--- src/rtl/lsq_pkg.sv ---
/*
 Package for the floating-point load/store/operate sequencer: instruction
 classes, stage encodings, carrier structs and timing constants.
 Assumes a single 25 MHz system clock shared with the integer unit.
*/
`default_nettype none
package lsq_pkg;
    localparam int unsigned CLK_MHZ = 25;
    localparam int unsigned WORD_W = 32;
    localparam int unsigned REG_AW = 5;
    localparam int unsigned QUEUE_DEPTH = 2;
    localparam int unsigned OP_CNT_W = 8;
    // Default compute cycles of an operate instruction before its check
    localparam logic [7:0] OP_CALC_DEFAULT = 8'h04;
    localparam logic [31:0] STATUS_RESET = 32'h0000_0000;

    // Instruction classes seen at decode
    typedef enum logic [3:0] {
        LSQ_NONE,
        LSQ_LD_SINGLE,
        LSQ_LD_DOUBLE,
        LSQ_LD_STATUS,
        LSQ_ST_SINGLE,
        LSQ_ST_DOUBLE,
        LSQ_ST_STATUS,
        LSQ_ST_QUEUE,
        LSQ_OPERATE
    } lsq_kind_type;

    // Pipeline stage of the instruction currently past execute
    typedef enum logic [2:0] {
        LSQ_ST_IDLE,
        LSQ_ST_W,
        LSQ_ST_WH1,
        LSQ_ST_WH2
    } lsq_stage_type;

    // Instruction offered by decode
    typedef struct packed {
        lsq_kind_type kind;
        logic [REG_AW-1:0] rd;
        logic [REG_AW-1:0] rs1;
        logic [REG_AW-1:0] rs2;
        logic two_src;
        logic [7:0] calc_cycles;
        logic [31:0] instr;
        logic [31:0] addr;
    } lsq_instr_type;

    // Register file write port
    typedef struct packed {
        logic we;
        logic dbl;
        logic [REG_AW-1:0] addr;
        logic [31:0] hi;
        logic [31:0] lo;
    } lsq_rf_wr_type;

    // Queue entry: instruction word and its address
    typedef struct packed {
        logic [31:0] instr;
        logic [31:0] addr;
    } lsq_qent_type;

    // Load kinds, store kinds decoded once and shared
    function automatic logic lsq_is_load(input lsq_kind_type k);
        return k == LSQ_LD_SINGLE || k == LSQ_LD_DOUBLE ||
            k == LSQ_LD_STATUS;
    endfunction : lsq_is_load

    function automatic logic lsq_is_store(input lsq_kind_type k);
        return k == LSQ_ST_SINGLE || k == LSQ_ST_DOUBLE ||
            k == LSQ_ST_STATUS || k == LSQ_ST_QUEUE;
    endfunction : lsq_is_store
endpackage : lsq_pkg
`default_nettype wire

--- src/rtl/lsq_dep_check.sv ---
/*
 Dependency checker for the instruction at decode against work in flight.
 Assumes the pending destinations and flags are supplied by the sequencer.
*/
`default_nettype none
module lsq_dep_check
    import lsq_pkg::*;
(
    input wire lsq_instr_type dec_i,
    input wire logic op_busy_i,
    input wire logic [REG_AW-1:0] op_rd_i,
    input wire logic queue_full_i,
    input wire logic wr_load_i,
    input wire logic [REG_AW-1:0] wr_rd_i,
    input wire logic wr_fwd_ok_i,
    input wire logic bus_busy_i,
    output logic stall_o
);
    logic uses_rs1;
    logic uses_rs2;
    logic hit_op;
    logic hit_ld;

    // Sources read by the instruction; loads read none
    always_comb begin
        uses_rs1 = dec_i.kind == LSQ_OPERATE || dec_i.kind == LSQ_ST_SINGLE
            || dec_i.kind == LSQ_ST_DOUBLE;
        uses_rs2 = dec_i.kind == LSQ_OPERATE && dec_i.two_src;
        hit_op = op_busy_i && ((uses_rs1 && dec_i.rs1 == op_rd_i) ||
            (uses_rs2 && dec_i.rs2 == op_rd_i) ||
            (lsq_is_load(dec_i.kind) && dec_i.rd == op_rd_i));
        // A single-word load in its write stages may be forwarded, otherwise wait
        hit_ld = wr_load_i && !wr_fwd_ok_i &&
            ((uses_rs1 && dec_i.rs1 == wr_rd_i) ||
            (uses_rs2 && dec_i.rs2 == wr_rd_i));
        stall_o = dec_i.kind != LSQ_NONE && (hit_op || hit_ld ||
            (dec_i.kind == LSQ_OPERATE && queue_full_i) ||
            (lsq_is_store(dec_i.kind) && bus_busy_i) ||
            (dec_i.kind == LSQ_ST_STATUS && op_busy_i));
    end
endmodule : lsq_dep_check
`default_nettype wire

--- src/rtl/lsq_queue.sv ---
/*
 Two-entry pending queue holding operate instructions and their addresses.
 Assumes push and pop are never requested when full and empty respectively.
*/
`default_nettype none
module lsq_queue
    import lsq_pkg::*;
#(
    parameter int unsigned DEPTH = QUEUE_DEPTH
) (
    input wire logic core_clk_i,
    input wire logic srst_i,
    input wire logic push_i,
    input wire lsq_qent_type push_ent_i,
    input wire logic pop_i,
    input wire logic drop_last_i,
    output lsq_qent_type head_o,
    output logic [1:0] count_o,
    output logic full_o
);
    lsq_qent_type mem_r [DEPTH];
    logic [1:0] count_r;

    // Occupancy; drop removes the newest entry after a trapped load
    always_ff @(posedge core_clk_i) begin
        if (srst_i) begin
            count_r <= 2'h0;
        end else if (drop_last_i && count_r != 2'h0) begin
            count_r <= count_r - 2'h1;
        end else if (push_i && !pop_i) begin
            count_r <= count_r + 2'h1;
        end else if (pop_i && !push_i && count_r != 2'h0) begin
            count_r <= count_r - 2'h1;
        end
    end

    // Shift storage: head is always slot zero
    always_ff @(posedge core_clk_i) begin
        if (pop_i) begin
            mem_r[0] <= (push_i && count_r == 2'h1) ? push_ent_i : mem_r[1];
            mem_r[1] <= push_ent_i;
        end else if (push_i) begin
            mem_r[count_r[0]] <= push_ent_i;
        end
    end

    assign head_o = mem_r[0];
    assign count_o = count_r;
    assign full_o = count_r == 2'(DEPTH);
endmodule : lsq_queue
`default_nettype wire

--- src/rtl/lsq_sequencer.sv ---
/*
 Sequencer for loads, stores and operate instructions of a floating-point
 coprocessor: execute hold, write and write-help stages, forwarding, trap
 abort and queue completion. Assumes the integer unit and the data bus run
 on the same clock; mid-cycle drive is modelled as valid for the cycle.
*/
// How it works
// - Word, status and queue transfers supported
// - Queue store removes one queue entry
// - Load execute stalls on a computing operate's destination
// - Write stage latches word or upper word
// - Stage one writes single/status; latches lower
// - Stage two writes both double words
// - Register write deferred to final stage
// - Later decode overlaps the final load write stage
// - Single-word load data forwarded to next instruction
// - Register write proceeds during forwarding
// - Trap aborts load and drops newest queue entry
// - Store stalls, else reads its source
// - Write stage drives word, upper, address
// - Stage one drives queue word, lower
// - Stage two releases the data bus
// - Store decode overlaps an earlier final write stage
// - Operate execute stalls or reads first
// - Operate write stage reads second, computes
// - Queue compute, check, status, result/trap
// - Operand cycle count varies by operation
// - Queue holds two instruction entries
// - Pipeline freezes on queue dependency
`default_nettype none
module lsq_sequencer
    import lsq_pkg::*;
(
    input wire logic core_clk_i,
    input wire logic srst_i,
    input wire logic dec_valid_i,
    input wire lsq_instr_type dec_i,
    input wire logic [31:0] bus_data_i,
    input wire logic iu_trap_i,
    input wire logic op_except_i,
    input wire logic [31:0] op_result_i,
    input wire logic [31:0] rf_rs1_data_i,
    input wire logic [31:0] rf_rs2_data_i,
    input wire logic [31:0] rf_rs1_lo_i,
    output logic dec_ready_o,
    output logic [REG_AW-1:0] rf_rs1_o,
    output logic [REG_AW-1:0] rf_rs2_o,
    output lsq_rf_wr_type rf_wr_o,
    output logic fsr_we_o,
    output logic [31:0] fsr_data_o,
    output logic [31:0] bus_data_o,
    output logic bus_oe_o,
    output logic [31:0] op_a_o,
    output logic [31:0] op_b_o,
    output logic op_start_o,
    output logic op_trap_o,
    output logic [1:0] queue_count_o
);
    lsq_instr_type ex_r;
    lsq_stage_type stage_r;
    logic [31:0] hi_r;
    logic [31:0] lo_r;
    logic [31:0] st_hi_r;
    logic [31:0] st_lo_r;
    logic [31:0] fsr_r;
    logic busy_r;
    logic [7:0] calc_r;
    logic [REG_AW-1:0] op_rd_r;
    logic op_busy_r;
    logic [REG_AW-1:0] dst_r;
    logic stall;
    logic take;
    logic wr_load;
    logic fwd_ok;
    logic last_stage;
    logic q_push;
    logic q_pop;
    logic q_drop;
    logic q_full;
    lsq_qent_type q_head;
    logic [1:0] q_count;
    logic [31:0] src_hi;
    logic [31:0] src_lo;
    logic [31:0] fwd_word;

    lsq_dep_check u_dep (
        .dec_i(dec_i),
        .op_busy_i(op_busy_r),
        .op_rd_i(op_rd_r),
        .queue_full_i(q_full),
        .wr_load_i(wr_load),
        .wr_rd_i(ex_r.rd),
        .wr_fwd_ok_i(fwd_ok),
        .bus_busy_i(busy_r && !last_stage),
        .stall_o(stall)
    );

    lsq_queue u_queue (
        .core_clk_i(core_clk_i),
        .srst_i(srst_i),
        .push_i(q_push),
        .push_ent_i({dec_i.instr, dec_i.addr}),
        .pop_i(q_pop),
        .drop_last_i(q_drop),
        .head_o(q_head),
        .count_o(q_count),
        .full_o(q_full)
    );

    // A load sitting in W or write-help for forwarding and dependency
    assign wr_load = busy_r && lsq_is_load(ex_r.kind);
    // Forwarding only from single-word loads once their word is on the bus
    assign fwd_ok = wr_load && ex_r.kind == LSQ_LD_SINGLE;
    // Decode overlaps only the last write stage; a dependency, a trap or an earlier stage holds
    assign take = dec_valid_i && !stall && !iu_trap_i &&
        (!busy_r || last_stage);
    assign dec_ready_o = !stall && (!busy_r || last_stage);
    assign last_stage = busy_r && (stage_r == LSQ_ST_WH2 ||
        (stage_r == LSQ_ST_WH1 && ex_r.kind != LSQ_LD_DOUBLE &&
        ex_r.kind != LSQ_ST_DOUBLE && ex_r.kind != LSQ_ST_QUEUE) ||
        (stage_r == LSQ_ST_W && (ex_r.kind == LSQ_OPERATE ||
        ex_r.kind == LSQ_ST_SINGLE || ex_r.kind == LSQ_ST_STATUS)));
    assign rf_rs1_o = dec_i.rs1;
    assign rf_rs2_o = ex_r.rs2;
    assign queue_count_o = q_count;

    // Forwarded word when decode reads the register still in flight
    assign fwd_word = (stage_r == LSQ_ST_W) ? bus_data_i : hi_r;
    always_comb begin
        src_hi = rf_rs1_data_i;
        src_lo = rf_rs1_lo_i;
        if (fwd_ok && dec_i.rs1 == ex_r.rd) begin
            src_hi = fwd_word;
        end
    end

    // Instruction in W and write-help stages, one stage per clock
    always_ff @(posedge core_clk_i) begin
        if (srst_i) begin
            busy_r <= 1'b0;
            stage_r <= LSQ_ST_IDLE;
            ex_r <= '0;
        end else if (take) begin
            busy_r <= 1'b1;
            stage_r <= LSQ_ST_W;
            ex_r <= dec_i;
        end else if (iu_trap_i && wr_load) begin
            busy_r <= 1'b0;
            stage_r <= LSQ_ST_IDLE;
        end else if (last_stage) begin
            busy_r <= 1'b0;
            stage_r <= LSQ_ST_IDLE;
        end else if (busy_r) begin
            case (stage_r)
                LSQ_ST_W: stage_r <= LSQ_ST_WH1;
                LSQ_ST_WH1: stage_r <= LSQ_ST_WH2;
                default: stage_r <= LSQ_ST_IDLE;
            endcase
        end
    end

    // Load capture: upper or only word in W, lower word in stage one
    always_ff @(posedge core_clk_i) begin
        if (srst_i) begin
            hi_r <= '0;
            lo_r <= '0;
        end else if (wr_load && stage_r == LSQ_ST_W) begin
            hi_r <= bus_data_i;
        end else if (ex_r.kind == LSQ_LD_DOUBLE && busy_r &&
                stage_r == LSQ_ST_WH1) begin
            lo_r <= bus_data_i;
        end
    end

    // Store source captured at execute from file, status or queue
    always_ff @(posedge core_clk_i) begin
        if (srst_i) begin
            st_hi_r <= '0;
            st_lo_r <= '0;
        end else if (take) begin
            case (dec_i.kind)
                LSQ_ST_STATUS: st_hi_r <= fsr_r;
                LSQ_ST_QUEUE: begin
                    st_hi_r <= q_head.addr;
                    st_lo_r <= q_head.instr;
                end
                default: begin
                    st_hi_r <= src_hi;
                    st_lo_r <= src_lo;
                end
            endcase
        end
    end

    // Data bus drive: W upper/address, stage one lower/instruction
    always_comb begin
        bus_oe_o = 1'b0;
        bus_data_o = st_hi_r;
        if (busy_r && lsq_is_store(ex_r.kind)) begin
            case (stage_r)
                LSQ_ST_W: bus_oe_o = 1'b1;
                LSQ_ST_WH1: begin
                    bus_oe_o = ex_r.kind == LSQ_ST_DOUBLE ||
                        ex_r.kind == LSQ_ST_QUEUE;
                    bus_data_o = st_lo_r;
                end
                default: bus_oe_o = 1'b0;
            endcase
        end
    end

    // Queue store pops an entry; a trapping operate stays for the handler
    assign q_pop = (busy_r && ex_r.kind == LSQ_ST_QUEUE &&
        stage_r == LSQ_ST_WH2) ||
        (op_busy_r && calc_r == 8'h00 && !op_except_i);
    assign q_push = take && dec_i.kind == LSQ_OPERATE;
    assign q_drop = iu_trap_i && wr_load && op_busy_r;

    // Register file writes: loads at the end of the final write stage, operates at count zero
    always_comb begin
        rf_wr_o = '0;
        rf_wr_o.addr = ex_r.rd;
        rf_wr_o.hi = hi_r;
        rf_wr_o.lo = lo_r;
        if (busy_r && !iu_trap_i) begin
            if (ex_r.kind == LSQ_LD_SINGLE && stage_r == LSQ_ST_WH1) begin
                rf_wr_o.we = 1'b1;
            end
            if (ex_r.kind == LSQ_LD_DOUBLE && stage_r == LSQ_ST_WH2) begin
                rf_wr_o.we = 1'b1;
                rf_wr_o.dbl = 1'b1;
            end
        end
        if (op_busy_r && calc_r == 8'h00 && !op_except_i) begin
            rf_wr_o.we = 1'b1;
            rf_wr_o.dbl = 1'b0;
            rf_wr_o.addr = op_rd_r;
            rf_wr_o.hi = op_result_i;
        end
    end

    // Status register: loaded in stage one, updated on operate completion
    always_ff @(posedge core_clk_i) begin
        if (srst_i) begin
            fsr_r <= STATUS_RESET;
        end else if (busy_r && ex_r.kind == LSQ_LD_STATUS &&
                stage_r == LSQ_ST_WH1 && !iu_trap_i) begin
            fsr_r <= hi_r;
        end else if (op_busy_r && calc_r == 8'h00) begin
            fsr_r[0] <= op_except_i;
        end
    end
    assign fsr_we_o = busy_r && ex_r.kind == LSQ_LD_STATUS &&
        stage_r == LSQ_ST_WH1 && !iu_trap_i;
    assign fsr_data_o = fsr_r;

    // Operate: operands at E and W, then counted compute in the queue
    always_ff @(posedge core_clk_i) begin
        if (srst_i) begin
            op_busy_r <= 1'b0;
            calc_r <= 8'h00;
            op_rd_r <= '0;
            op_a_o <= '0;
            op_b_o <= '0;
            op_start_o <= 1'b0;
            op_trap_o <= 1'b0;
            dst_r <= '0;
        end else begin
            op_start_o <= 1'b0;
            op_trap_o <= 1'b0;
            if (take && dec_i.kind == LSQ_OPERATE) begin
                op_a_o <= src_hi;
                dst_r <= dec_i.rd;
            end
            if (busy_r && ex_r.kind == LSQ_OPERATE && stage_r == LSQ_ST_W) begin
                op_b_o <= ex_r.two_src ? rf_rs2_data_i : 32'h0000_0000;
                op_start_o <= 1'b1;
                op_busy_r <= 1'b1;
                op_rd_r <= dst_r;
                calc_r <= (ex_r.calc_cycles == 8'h00) ?
                    OP_CALC_DEFAULT : ex_r.calc_cycles;
            end else if (q_drop) begin
                op_busy_r <= 1'b0;
            end else if (op_busy_r) begin
                if (calc_r == 8'h00) begin
                    op_busy_r <= 1'b0;
                    op_trap_o <= op_except_i;
                end else begin
                    calc_r <= calc_r - 8'h01;
                end
            end
        end
    end

    // Store kinds never touch the file; loads of status bypass it
    stage_adv_a: assert property (@(posedge core_clk_i)
        disable iff (srst_i) take |=> stage_r == LSQ_ST_W)
        else $error("no W after take");
    dbl_write_a: assert property (@(posedge core_clk_i)
        disable iff (srst_i) rf_wr_o.we && rf_wr_o.dbl |->
        stage_r == LSQ_ST_WH2) else $error("double write off stage two");
    trap_nowr_a: assert property (@(posedge core_clk_i)
        disable iff (srst_i) iu_trap_i && wr_load |->
        !(rf_wr_o.we && !op_busy_r)) else $error("trapped load wrote file");
    bus_rel_a: assert property (@(posedge core_clk_i)
        disable iff (srst_i) stage_r == LSQ_ST_WH2 |-> !bus_oe_o)
        else $error("bus held in stage two");
    st_drive_a: assert property (@(posedge core_clk_i)
        disable iff (srst_i) busy_r && stage_r == LSQ_ST_W &&
        lsq_is_store(ex_r.kind) |-> bus_oe_o)
        else $error("store not driving in W");
    dep_hold_a: assert property (@(posedge core_clk_i)
        disable iff (srst_i) op_busy_r && lsq_is_load(dec_i.kind) &&
        dec_i.rd == op_rd_r |-> !dec_ready_o)
        else $error("load taken over pending write");
    q_bound_a: assert property (@(posedge core_clk_i)
        disable iff (srst_i) q_count <= 2'h2) else $error("queue overfilled");
    ld_cap_a: assert property (@(posedge core_clk_i)
        disable iff (srst_i) wr_load && stage_r == LSQ_ST_W && !take |=>
        hi_r == $past(bus_data_i)) else $error("bus word not latched");
    cv_dbl_c: cover property (@(posedge core_clk_i)
        rf_wr_o.we && rf_wr_o.dbl);
    cv_sq_c: cover property (@(posedge core_clk_i)
        q_pop && ex_r.kind == LSQ_ST_QUEUE);
    cv_trap_c: cover property (@(posedge core_clk_i) op_trap_o);
endmodule : lsq_sequencer
`default_nettype wire
--- config.mk ---
export PLATFORM = sky130hd
export DESIGN_NAME = lsq_sequencer
export DESIGN_NICKNAME = d
export VERILOG_FILES = /design/src/rtl/lsq_pkg.sv /design/src/rtl/lsq_dep_check.sv /design/src/rtl/lsq_queue.sv /design/src/rtl/lsq_sequencer.sv
export SDC_FILE = /design/constraint.sdc
export NUM_CORES = 1
export LEC_CHECK = 0
export ABC_AREA = 1
export ABC_CLOCK_PERIOD_IN_PS = 7800
export BUFFER_PORTS_ARGS = -buffer_cell sky130_fd_sc_hd__buf_2
export CELL_PAD_IN_SITES_DETAIL_PLACEMENT = 1
export CELL_PAD_IN_SITES_GLOBAL_PLACEMENT = 1
export CORE_ASPECT_RATIO = 1.75
export CORE_MARGIN = 2
export CORE_UTILIZATION = 35
export DETAILED_ROUTE_END_ITERATION = 12
export HOLD_SLACK_MARGIN = 0.08
export PLACE_DENSITY = 0.77
export REMOVE_ABC_BUFFERS = 1
export SYNTH_ARGS = -nofsm -noshare
export SYNTH_HDL_FRONTEND = slang
export SYNTH_SLANG_ARGS = --single-unit
--- constraint.sdc ---
create_clock -name core_clk_i -period 7.8 [get_ports core_clk_i]
set_input_delay 1.17 -clock core_clk_i [delete_from_list [all_inputs] [get_ports core_clk_i]]
set_output_delay 1.17 -clock core_clk_i [all_outputs]
set_load 0.01 [all_outputs]
Word-level counts from Yosys, hierarchy flattened:

Memory sizes are Yosys's and may differ from the RTL's.
Index checks and enable logic that the tools add are counted.

* register bits after elaboration: 273
* bits in writable memories: 128
* bits of input ports: 257
* output and inout port bits: 216
* logic and storage cells: 206
* memories kept: 1

* $add $sub $neg: 3
* equality and inequality tests: 31
* multiplexer cells: 45
* bitwise logic cells: 4
* reduce and logical (&&, ||, !) cells: 99

Memory list
* u_queue.mem_r: depth 2, bits a word 64, rd ports 2, clocked after Yosys merged registers in 0, wr ports 2, line lsq_queue.sv:21 `lsq_qent_type mem_r [DEPTH];`

Operator list (count)
* 32-bit two-way mux: 5
* 64-bit two-way mux: 2
* 32-bit case mux with 2 select lines: 2
* 64-bit OR reduction: 1
* 1-bit logical AND: 50
* 8-bit two-way mux: 5
* 39-bit two-way mux: 1
* 4-bit by 3-bit == test with 1-bit output, second input constant: 8
* 1-bit logical OR: 26
* 5-bit == test: 5
* 1-bit two-way mux: 23
* 4-bit by 2-bit == test with 1-bit output, second input constant: 4
* 8-bit logical NOT: 2
* 2-bit two-way mux: 5
* 4-bit by 1-bit == test with 1-bit output, second input constant: 2
* 4-bit == test, second input constant: 2
* 1-bit logical NOT: 8
* 4-bit by 3-bit inequality test with 1-bit output, second input constant: 2
* 4-bit nonzero test: 2
* 8-bit by 1-bit subtractor with 8-bit output, second input constant: 1
* 2-bit == test, second input constant: 3
* 2-bit nonzero test: 3
* 3-bit nonzero test: 2
* 5-bit OR reduction: 1
* other kinds (12): 17

Longest topological paths before layout:

* depth in word-level cells: 24
* depth in mapped cells: 17
* gate-level depth less buffers: 17

Modules after synthesis:

From an unflattened synthesis, not the netlist that was laid out.

* cell total of the unflattened synthesis: 2589
* area, all modules: 18843.1 um^2

By module, submodules not included
* lsq_sequencer: instances 1, cells each 2088, area each 13244.0 um^2, seq. area each 5425.2 um^2
* lsq_queue: instances 1, cells each 376, area each 5066.1 um^2, seq. area each 3883.7 um^2
* lsq_dep_check: instances 1, cells each 125, area each 533.0 um^2, seq. area each 0.0 um^2

Worst setup path after synthesis:

Ideal clock, no wire load.

* kind: input -> register
* start point: input dec_i[88] (netlist bit)
* end point: memory u_queue.mem_r[1][0] (netlist bit), enable pin
* setup time: 0.574 ns
* arrival time: 6.727 ns
* data required time: 7.226 ns
* slack: 0.499 ns
* cell stages on the path: 13
* buffers on the path: 2
* cell sequence: buf_4 > inv_2 > nand2_2 > nand2_1 > nor2_1 > nand3_1 > nand2_1 > nor2_1 > nor2_1 > nor2_1 > nand4_1 > clkbuf_1 > o21ai_0

RTL lines
* start: declaration: line lsq_sequencer.sv:37 `input wire lsq_instr_type dec_i,`
* end: declaration: line lsq_queue.sv:21

==> reports/qor.csv <==
stage,metric,value,unit
pwr,p_leak,9.443,nW
logic_synthesis,synthArstFlopShare,0,
worst_setup_path,setup.worst_path.start_class,primary input,
sta,report.final.setup_viol,0,
routing,dr_total_vias,17210,
pwr,vdd.ir_drop.worst,0.0001457,V
routing,route.detailed.drc,0,
finish,filler_cell_count,6113,
clock_tree,h-tree-depth,2,
logic_synthesis,postSynthAreaPerCell,8.296,um^2
logic_synthesis,synthCells,2136,
floorplan,io-pin-count,473,
global_routing,global_route.usage.total,0.2584,
worst_setup_path,rrSetupSlack,2820,ps
routing,routed_via_density,5.355,
sta,timing.final.max_slew_violations,0,
logic_synthesis,synth_cell_type_count,39,
floorplan,floorplan.initialDensity,0.3521,
logic_synthesis,synth-seq-cells,401,
floorplan,floorplan.die_area,52510,um^2
clock_tree,cts_tree,built,
pwr,power.combinational.fraction,0.082,
pwr,power.share.clock,0.430,
clock_tree,cts.repair_timing.setup_buffer_count,0,
clock_tree,cts_num_sinks,401,
pwr,pwr_density_cell,208.9,nW/um^2
worst_setup_path,critPathArrivalTime,6150,ps
routing,route.antenna.remaining_nets,0,
finish,finalNetCount,2764,
worst_setup_path,worstPathMaxFanout,65,
sta,timing.final.crit_share,0.7364,
placement,gp_congestion,0.8542,
sta,relSlewSlack,0.2152,
sta,hold_viol_final,0,
worst_setup_path,criticalPathCategory,in2reg,
logic_synthesis,synth-edff-count,128,
min_path,hp-class,reg2reg,
sta,worst_margin_slew,1176,ps
sta,timing.final.ws_setup,2056,ps
global_routing,grt.overflow.total,0,
logic_synthesis,seq_total_area_yosys,0.5253,
flow_run,timing.max_cap.violations,0,
placement,numPlacedInstances,3125,
finish,flow.area_growth_from_synthesis,22.54,%
pwr,netSwitchingPower,0.001111,W
logic_synthesis,dominantRegCellSynth,sky130_fd_sc_hd__dfxtp_1,
clock_tree,number_of_gates_resized_after_cts,0,
outcome,status,finished clean,
floorplan,core_area,50320,um^2
routing,dr.pass1.iters,5,
worst_setup_path,end_kind,flip-flop,
sta,clock-skew-final,20.55,ps
global_routing,grt_max_degree,89,
routing,drt-initial-drc-count,1002,
finish,layout.cells.most_common_list,"sky130_fd_sc_hd__buf_2, sky130_fd_sc_hd__nand2_1, sky130_fd_sc_hd__dfxtp_1",
placement,pre_cts_slack,1453,ps
logic_synthesis,yosys_warnings,0,
clock_tree,clk_path_buf_depth,3,
finish,layout.cells.most_common,sky130_fd_sc_hd__buf_2,
clock_tree,post_cts_hold_buffer_count,0,
floorplan,std_cell_rows,109,
global_routing,via_count_of_the_first_global_routing_pass,18155,
finish,layout-drive-gt1-share,0.2448,
sta,fmaxAchievable,174.1,MHz
placement,total_half_perimeter_wirelength_after_legalization_and_detailed_placement,47.27,mm
pwr,power_report.internal_total,0.003424,W
pwr,p_sw_frac,0.2451,
global_routing,antenna_found_initial,28,
pwr,seqPwrFrac,0.488,
clock_tree,clk_transition_reported_paths,60,ps
routing,detailed_route_wire_length_per_cell,21.80,um
clock_tree,clk_latency,550,ps
routing,wirelength,70.07,mm
sta,finalCriticalPeriod,5744,ps
global_routing,grt_first_pass_wirelength,105.0,mm
finish,final-instance-count-excl-fill,3214,
clock_tree,cts-buffers-inserted,39,
clock_tree,clockRootBuffer,sky130_fd_sc_hd__clkbuf_16,
floorplan,dieHeight,301.7,um
logic_synthesis,syn-cell-area,17720,um^2
floorplan,chipWidth,174.1,um
sta,rsz0062_at_grt,false,
worst_setup_path,critical_path_required,8210,ps
placement,placement.io_buffers,472,
-- through the flow --
| stage | hold WS, ps | utilization | TNS (ps) | instance area [um^2] | power, W |
|---|---|---|---|---|---|
| global placement | 445.4 | 0.4050 | 0 | 20380 | 0.002615 |
| global route | 479.5 | 0.4314 | 0 | 21710 | 0.004685 |
| CTS | 461.6 | 0.4305 | 0 | 21670 | 0.004573 |
| finish | 459.7 | 0.4315 | 0 | 21710 | 0.004535 |
| detailed placement | 449.5 | 0.4050 | 0 | 20380 | 0.002630 |
| floorplan | 423.1 | - | -26380 | 16950 | 0.002418 |
-- routing by layer --
layer,GRT usage,wire [um],up-vias
li1,-,-,7984
met2,0.4704,36190,596
met1,0.2737,26030,8418
met5,0,104,-
met4,0.1617,4026,16
met3,0.04841,3719,196
-- registers in the layout, summed over array words and instances (netlist names) --
signal and flops:
busy_r 1, op_start_o 1, op_busy_r 1, op_trap_o 1, calc_r 8, stage_r 2, hi_r 32, u_queue.mem_r 128
rf_rs2_o 5, op_b_o 32, ex_r 18, u_queue.count_o 2, fsr_data_o 32, op_rd_r 5, dst_r 5, st_lo_r 32
op_a_o 32, lo_r 32, st_hi_r 32
-- cells by family after synthesis --
| family | Yosys count | share of synthesized area |
|---|---|---|
| and+or+nand+nor | 870 | 0.2012 |
| AOI/OAI and AO/OA | 501 | 0.1656 |
| xor gates and xnor gates | 20 | 0.009886 |
| DFF | 401 | 0.5253 |
| muxes | 32 | 0.02034 |
| adders and majority gates | 7 | 0.004943 |
| buffers and inverters | 305 | 0.07266 |
-- Yosys cell counts, drive strengths merged (2+ instances only) --
master   count  share of area
dfxtp      273           0.31
a31oi        3         0.0011
clkbuf     112          0.024
o21ai      221          0.063
buf         56          0.020
xor2         9         0.0044
a2111oi      3         0.0015
a21oi      133          0.038
mux2        32          0.020
nor2       273          0.058
ha           7         0.0049
nor4         2        0.00071
edfxtp     128           0.22
xnor2       11         0.0054
nand4        7         0.0028
a211oi      74          0.032
nor3         5         0.0017
inv        137          0.029
o211ai      33          0.014
nand3      178          0.051
nand2      404          0.086
a41oi       32          0.016
-- power by group through the flow --
| stage | logic [W] | clock network [W] | registers, W |
|---|---|---|---|
| 2_1_floorplan | 0.000166 | 0 | 0.00225 |
| 3_3_place_gp | 0.000361 | 0 | 0.00225 |
| 3_5_place_dp | 0.000373 | 0 | 0.00226 |
| 4_1_cts | 0.000376 | 0.00199 | 0.00221 |
| 5_1_grt | 0.000410 | 0.00206 | 0.00221 |
| 6_report | 0.000373 | 0.00195 | 0.00221 |
-- critical path, stage by stage --
cell                      delay, ps
sky130_fd_sc_hd__buf_2          110
sky130_fd_sc_hd__inv_2          590
sky130_fd_sc_hd__nand2_2        120
sky130_fd_sc_hd__nand2_1        100
sky130_fd_sc_hd__nor2_1          50
sky130_fd_sc_hd__nand3_1         70
sky130_fd_sc_hd__nand2_1         80
sky130_fd_sc_hd__o21ai_2        190
sky130_fd_sc_hd__nand4_2        780
sky130_fd_sc_hd__nor2_4         390
sky130_fd_sc_hd__buf_4          640
sky130_fd_sc_hd__nand2_4        660
sky130_fd_sc_hd__nand2_4        870
sky130_fd_sc_hd__nand2_1        150
sky130_fd_sc_hd__nand2_1        110
-- cell type report --
type,count,area (um^2),share of cell area
timing repair buffer,491,2507,0.1155
tap,666,833.3,0.03838
sequential,401,9309,0.4287
multi-input combinational,1430,7214,0.3323
clock buffer,62,1217,0.05607
inverter,137,516.7,0.02380
clock inverter,8,67.56,0.003112
antenna,19,47.55,0.002190
-- worst paths after layout --
kind | start | to | cells after the start
setup reg to reg | stage_r[0] | u_queue.mem_r[0][33] | 13
setup / recovery | dec_i[88] | u_queue.mem_r[0][33] | 15
hold reg to reg | st_lo_r[23] | st_lo_r[23] | 2
hold / removal | st_lo_r[23] | st_lo_r[23] | 2
No activity file was read; power rests on OpenSTA's default activity.
